## config.mk

```make
export PLATFORM = sky130hd
export DESIGN_NAME = temp_period_counter
export DESIGN_NICKNAME = d
export VERILOG_FILES = /design/src/design/temp_period_pkg.sv /design/src/design/temp_period_counter.sv
export SDC_FILE = /design/constraint.sdc
export NUM_CORES = 1
export LEC_CHECK = 0
export CAP_MARGIN = 20
export CORE_MARGIN = 1
export CORE_UTILIZATION = 25
export CTS_BUF_LIST = sky130_fd_sc_hd__clkbuf_16
export CTS_CLUSTER_DIAMETER = 80
export CTS_CLUSTER_SIZE = 8
export DETAILED_ROUTE_END_ITERATION = 8
export DONT_BUFFER_PORTS = 1
export MAX_ROUTING_LAYER = met4
export PLACE_DENSITY = 0.42
export SLEW_MARGIN = 10
export SYNTH_ARGS = -nofsm -noshare
export SYNTH_HDL_FRONTEND = slang
export SYNTH_SLANG_ARGS = --single-unit
```

## constraint.sdc

```tcl
create_clock -name sys_clk_i -period 2.42 [get_ports sys_clk_i]
set_input_delay 0.121 -clock sys_clk_i [delete_from_list [all_inputs] [get_ports sys_clk_i]]
set_output_delay 0.121 -clock sys_clk_i [all_outputs]
set_load 0.01 [all_outputs]
```

## src/design/temp_period_pkg.sv

```systemverilog
// Constants and state encoding for the sensor period counter.
// Assumes a single 1.2288 MHz reference clock for all logic.
package temp_period_pkg;

    localparam int unsigned COUNT_WIDTH   = 11;
    localparam int unsigned SYNC_STAGES   = 2;
    localparam logic [10:0] COUNT_RESET   = 11'h000;
    localparam logic [10:0] COUNT_ONE     = 11'h001;
    localparam logic [10:0] COUNT_MAX     = 11'h7FF;
    // Expected span of results in 4X mode
    localparam logic [10:0] COUNT_MIN_EXP = 11'h2FE;
    localparam logic [10:0] COUNT_MAX_EXP = 11'h523;

    typedef enum logic [2:0] {
        ST_IDLE      = 3'b000,
        ST_WAIT_LOW  = 3'b001,
        ST_WAIT_FALL = 3'b010,
        ST_COUNT     = 3'b011,
        ST_DONE      = 3'b100
    } meas_state_type;

endpackage : temp_period_pkg

```

## src/design/temp_period_counter.sv

```systemverilog
// Period counter for a frequency-output temperature sensor.
// Assumes sys_clk_i is the 1.2288 MHz reference; sensor input is asynchronous.
// Assumes the sequencer pulses meas_req_i and waits for meas_done_o before asking again.
//
// Flow of one measurement:
//   idle or done -> wait for a low synchronised input
//   -> wait for a falling edge -> count reference cycles
//   -> closing falling edge -> done, result held on the output
//
// Limitation: a request made while a measurement runs is dropped silently.
// Limitation: a stalled sensor leaves the count saturated at all ones.
//
// Contract
// RULE_01 - After request, search for sensor falling edge; no counting before it.
// RULE_02 - From first falling edge, count each reference cycle until the next.
// RULE_03 - Period counter is eleven bits wide.
// RULE_04 - Count spans exactly one period, about 766 to 1315 in 4X mode.
// RULE_05 - Sensor is strapped for its quadrupled output frequency mode.
// RULE_06 - Edge search waits for low input, then for a valid falling edge.
// RULE_07 - After closing edge, done state asserts completion with stable count.
// RULE_08 - Sequencer pulses request once, waits completion, stores count, repeats.
// RULE_09 - Sensor input synchronised by two flops; counter cleared on accepted request.
`timescale 1ns/1ns

module temp_period_counter
    import temp_period_pkg::*;
(
    input  wire logic                   sys_clk_i,
    input  wire logic                   srst_i,
    input  wire logic                   clk_en_i,
    input  wire logic                   meas_req_i,
    input  wire logic                   sensor_pulse_i,
    output logic                        meas_done_o,
    output logic [COUNT_WIDTH-1:0]      period_count_o
);

    ////////////////////////////////////////////////////////////////////////
    typedef struct packed {
        logic [SYNC_STAGES-1:0] sync;
        logic                   pulse_prev;
        meas_state_type         state;
        logic [COUNT_WIDTH-1:0] count;
        logic                   done;
        logic [COUNT_WIDTH-1:0] result;
    } regs_type;

    regs_type r_q;
    regs_type r_d;

    // Values taken on reset; the edge history starts low so no false fall follows
    localparam regs_type REGS_RESET = '{
        sync:       '0,
        pulse_prev: 1'b0,
        state:      ST_IDLE,
        count:      COUNT_RESET,
        done:       1'b0,
        result:     COUNT_RESET
    };

    logic pulse_s;
    logic fall_s;
    logic count_full_s;
    logic req_seen_s;

    ////////////////////////////////////////////////////////////////////////
    // Only the second sync stage feeds the edge logic
    assign pulse_s      = r_q.sync[SYNC_STAGES-1];
    assign fall_s       = r_q.pulse_prev & ~pulse_s;
    // Saturation guard for a sensor that never closes its period
    assign count_full_s = (r_q.count == COUNT_MAX);
    // Request level as presented this cycle; acted on only in idle or done
    assign req_seen_s   = meas_req_i;

    ////////////////////////////////////////////////////////////////////////
    always_comb begin
        r_d            = r_q;
        r_d.sync       = {r_q.sync[SYNC_STAGES-2:0], sensor_pulse_i}; // RULE_09
        r_d.pulse_prev = pulse_s;
        case (r_q.state)
            ST_IDLE: begin
                if (req_seen_s) begin
                    r_d.count = COUNT_RESET; // RULE_09
                    r_d.done  = 1'b0;
                    r_d.state = ST_WAIT_LOW; // RULE_01
                end
            end
            ST_WAIT_LOW: begin
                // A high-to-low already in progress is not trusted as the start
                if (!pulse_s) begin
                    r_d.state = ST_WAIT_FALL; // RULE_06
                end
            end
            ST_WAIT_FALL: begin
                if (fall_s) begin
                    r_d.count = COUNT_ONE; // RULE_02
                    r_d.state = ST_COUNT;
                end
            end
            ST_COUNT: begin
                if (fall_s) begin
                    r_d.result = r_q.count; // RULE_04
                    r_d.done   = 1'b1; // RULE_07
                    r_d.state  = ST_DONE;
                end else if (!count_full_s) begin
                    // Saturate rather than wrap if the sensor stalls
                    r_d.count = r_q.count + COUNT_ONE; // RULE_03
                end
            end
            ST_DONE: begin
                // Completion held until the next request
                if (req_seen_s) begin
                    r_d.count = COUNT_RESET; // RULE_09
                    r_d.done  = 1'b0;
                    r_d.state = ST_WAIT_LOW; // RULE_08
                end
            end
            default: begin
                r_d.state = ST_IDLE;
            end
        endcase
    end

    ////////////////////////////////////////////////////////////////////////
    always_ff @(posedge sys_clk_i) begin
        if (srst_i) begin
            r_q <= REGS_RESET; // RULE_09
        end else if (clk_en_i) begin
            r_q <= r_d;
        end
    end

    assign meas_done_o    = r_q.done;
    assign period_count_o = r_q.result;

endmodule : temp_period_counter

```

**Yosys cells after proc, flatten, opt, wreduce, memory -nomap -nowiden**

Cells that the tools add are included.

- Output and inout bits: 12
- Flip-flop bits (word level): 29
- Logic and storage cells: 38
- Bits of input ports: 5

- Bitwise operators: 2
- Equality and inequality tests: 11
- Add/sub/neg operators: 1
- Reductions and logical operators: 8
- Mux-type cells: 10

Operator list:

| cell | count |
|---|---|
| 11-bit case mux with 3 select lines | 1 |
| 11-bit two-way mux | 2 |
| 15-bit two-way mux | 1 |
| 14-bit two-way mux | 1 |
| 12-bit two-way mux | 1 |
| 3-bit case mux with 4 select lines | 1 |
| 11-bit by 1-bit adder with 11-bit output (second input constant) | 1 |
| 11-bit == test (second input constant) | 1 |
| 2-bit inequality test (second input constant) | 5 |
| 3-bit by 2-bit == test with 1-bit output (second input constant) | 2 |
| 3-bit two-way mux | 2 |
| 6-bit AND reduction | 1 |
| 5-bit AND reduction | 1 |
| 4-bit AND reduction | 1 |
| 3-bit by 1-bit == test with 1-bit output (second input constant) | 1 |
| 3-bit == test (second input constant) | 1 |
| 3-bit logical NOT | 1 |
| 3-bit AND reduction | 1 |
| 3-bit nonzero test | 1 |
| 2-bit by 1-bit inequality test with 1-bit output (second input constant) | 1 |
| 1-bit case mux with 2 select lines | 1 |
| 2-bit nonzero test | 1 |
| 2-bit OR reduction | 1 |
| 1-bit AND | 1 |
| 1-bit NOT | 1 |

**Longest topological paths before layout**

- Depth after elaboration: 4
- Mapped depth: 7
- Gate-level depth less buffers: 6

**Worst setup path before layout**

Ideal clock, no wire load.

- Kind: register -> register
- From: reg r_q[12] in the netlist's numbering
- To: reg r_q[20] in the netlist's numbering
- Data arrival time: 1.829 ns
- Path buffers: 1
- Slack: 0.522 ns
- Cell stages (with the launch flop): 8
- Period minus slack after synthesis: 1.898 ns
- Library setup time: 0.069 ns
- Data required time: 2.351 ns
- Cells stage by stage: dfxtp_1 -> ha_1 -> nand3_1 -> nor4_2 -> or4_1 -> clkbuf_2 -> or4_1 -> o21ai_1

- Cells in the longest elaborated chain, start to end: 4
- Elaborated cells between the ends (all ways): 7
- Classes of those cells: add/sub: 1; eq/ne: 2; mux: 3; reduce/logical: 1

RTL lines:

| what | RTL line | text |
|---|---|---|
| start, declared | temp_period_counter.sv:47 | `regs_type r_q;` |
| start signal, assigned | temp_period_counter.sv:128 | `r_q <= r_d;` |
| 11-bit by 1-bit adder with 11-bit output | temp_period_counter.sv:106 | `r_d.count = r_q.count + COUNT_ONE;` |
| 11-bit two-way mux | temp_period_counter.sv:104 | `end else if (!count_full_s) begin` |
| 11-bit two-way mux | temp_period_counter.sv:100 | `if (fall_s) begin` |
| 11-bit case mux with 3 select lines | temp_period_counter.sv:79 | `case (r_q.state)` |

Several ways; a longest one is shown, not always the timed one. The select of a mux whose other input is x is not followed.
A chain may end at the register's enable or synchronous reset.

**Final worst setup path**

Ends and elaborated chain as after synthesis.

==> flow_metrics.tcl <==
set metrics [dict create \
    routed_wl_mm 3.040 \
    min_period_ps 2082 \
    ys_ff_latch 29 \
    wl_per_cell_um 13.69 \
    final_core_util_pct 29.65 \
    dr.pass1.iters 5 \
    h-tree-depth 2 \
    syn_area_per_cell_um2 8.821 \
    ys_seq_area_share_pct 41.13 \
    yosysMostFrequentCell "dfxtp_1" \
    synth_edf_count 0 \
    cts_tree "yes" \
    root_buffer "clkbuf_16" \
    core-area_um2 5270 \
    synth_top_cell_area_share_pct 41.13 \
    grt_pass1_vias 1031 \
    rows 26 \
    yosys-top-cells-count "29 x dfxtp_1, 22 x nor2_1, 16 x mux2i_1" \
    combPwrFrac_pct 4.3 \
    placed_area_um2 1390 \
    dieArea_um2 5950 \
    worst_hold_path_type "in2reg" \
    r2r_start "r_q[12]" \
    final-setup-viol-count 0 \
    grt_antenna_before_repair 0 \
    reg2reg_depth 6 \
    seqCellArea_um2 580.6 \
    cts_made_buffers 5 \
    diodes 0 \
    end_kind "flop" \
    ys_warn_count 0 \
    path_cells "ha_1, nand3_1, nor4_2, or4_1, or4_1, o21ai_1" \
    gr-total-overflow 0 \
    syn2layout_area_growth_pct 10.73 \
    multi_input_area_um2 710.7 \
    clock_sinks 29 \
    dieHeight_um 77.14 \
    p_seq_share_pct 39.9 \
    rsz0062_at_grt "false" \
    fillers 584 \
    worst_pin_slew_ps 797.5 \
    yosysTopAreaCell "dfxtp_1" \
    final.setup.tns_ps 0 \
    routed_via_density 4.761 \
    timing.critical_path.mode_cell "or4_1" \
    io_buffers 0 \
    pwr-share-clk_pct 55.8 \
    ys.flop_type "dfxtp_1" \
    relSlewSlack_pct 46.71 \
    dr.first_iter.drc_count 100 \
    slowest_delay_ps 630 \
    hold_depth 2 \
    crit_required_ps 2630 \
    layout-drive-gt1-share_pct 5.921 \
    synth_area_leaders "dfxtp_1 41%, mux2i_1 11%, buf_4 5.9%" \
    crit_buf_inv 0 \
    cpLargestDelayFamily "simple AND/OR/NAND/NOR gates" \
    hold_start "clk_en_i" \
    synth_cell_types 37 \
    p_sw_share_pct 20.57 \
    path_class "reg2reg" \
    route.detailed.drc 0 \
    power.switching_uw 254.4 \
    fin_crit_sh_pct 86.01 \
    dp_hpwl_mm 2.039 \
    syn_area_um2 1411 \
    clock_latency_ps 270 \
    worst_clock_skew_ps 3.500 \
    reg2reg_slack_ps 340 \
    initial_core_util_pct 26.78 \
    syn_inst 160 \
    holdPathEnd "r_q[26]" \
    hold_slack_ps 6.708 \
    final_antenna_net_count 0 \
    ir_drop_v 0.0003110 \
    mappedNetlistNets 166 \
    vias 1057 \
    ios 17 \
    dieWidth_um 77.14 \
    intPower_uw 982.1 \
    grt_first_pass_wirelength_mm 5.064 \
    cap_violations 0 \
    critPathArrivalTime_ps 2290 \
    grt_max_degree 20 \
    slew_violations 0 \
    gp_congestion 0.7991 \
    grt_usage_pct 11.37 \
    fin_area_um2 1563 \
    final_nets 157 \
    synth-async-reset-ratio_pct 0 \
    hold_viol 0 \
    start_kind "flop" \
    outcome "finished clean" \
    power.density_nw_per_um2 791.2 \
    worstReg2RegEnd "r_q[20]" \
    cp_max_fo 7 \
    max_clock_freq_mhz 480.4 \
    p_leak_nw 0.6943 \
    clock_path_buffers 2 \
    clkTransAtPathRegs_ps 50 \
    worst_path_max_delay_cell "or4_1" \
]
[state kept, by name (all words and copies together), names as in the netlist]
| register | cells |
|---|---|
| pulse_s | 1 |
| meas_done_o | 1 |
| r_q | 15 |
| r_d | 1 |
| period_count_o | 11 |
[through the flow]
stage	instances	setup slack, ps	power, mW
2_1_floorplan	160	522.4	0.5463
3_3_place_gp	213	396.0	0.5493
3_5_place_dp	213	344.7	0.5501
4_1_cts	222	341.4	1.246
5_1_grt	222	160.2	1.283
6_report	222	338.5	1.236
[metal layers]
layer	GRT usage [%]	vias up	wire length [µm]
met4	5.472	0	57
met1	13.33	504	1505
li1	-	535	-
met3	3.333	4	108
met2	17.70	14	1368
met5	-	-	0
[placed cells by master, fill, tap and decap left out, drive strengths merged, types with 3 or more instances in the layout]
| cell type | instances |
|---|---|
| and3 | 5 |
| nor3b | 3 |
| mux2i | 16 |
| o21ai | 5 |
| nand3 | 6 |
| or4 | 4 |
| clkbuf | 5 |
| a21oi | 5 |
| o31ai | 5 |
| nor3 | 4 |
| inv | 4 |
| nor2 | 22 |
| dfxtp | 29 |
| nand2 | 12 |
[power by group through the flow]
| stage | logic, mW | registers, mW | clock network [mW] |
|---|---|---|---|
| 2_1_floorplan | 0.0484 | 0.498 | 0 |
| 3_3_place_gp | 0.0468 | 0.502 | 0 |
| 3_5_place_dp | 0.0474 | 0.503 | 0 |
| 4_1_cts | 0.0547 | 0.493 | 0.698 |
| 5_1_grt | 0.0605 | 0.494 | 0.729 |
| 6_report | 0.0534 | 0.493 | 0.690 |
[cell type report]
class / count / area share (%)
clock inverters: 3 / 2.402
well taps: 70 / 5.604
multi-input cells: 111 / 45.48
repair buffers: 1 / 0.6405
inverters: 3 / 0.7206
flip-flops and latches: 29 / 37.15
clock buffers: 5 / 8.006
[cell families after synthesis]
family | synth area share [%]
AO/OA/AOI/OAI | 13.56
buffers and inverters | 8.510
adder cells (fa/ha/maj) | 0.8864
AND/OR/NAND/NOR | 24.56
flip-flops | 41.13
multiplexers | 11.35
[repair_timing]
item | 4_1_cts | 5_1_grt
endpoints found under the hold margin | 19 | 0
gates resized for setup | 0 | 0
hold buffers | 1 | 0
setup buffers | 0 | 0
[worst max-delay path by stage]
stage	cells after the start	to	slack (ps)	startpoint
final	6	r_q[20]	340	r_q[12]
after global routing	6	r_q[14]	160	r_q[12]
after CTS	6	r_q[20]	340	r_q[12]
after detailed placement	6	r_q[20]	340	r_q[12]
after global placement	6	r_q[20]	400	r_q[12]
after floorplan	7	r_q[20]	520	r_q[12]
No activity file was read; power rests on OpenSTA's default activity.
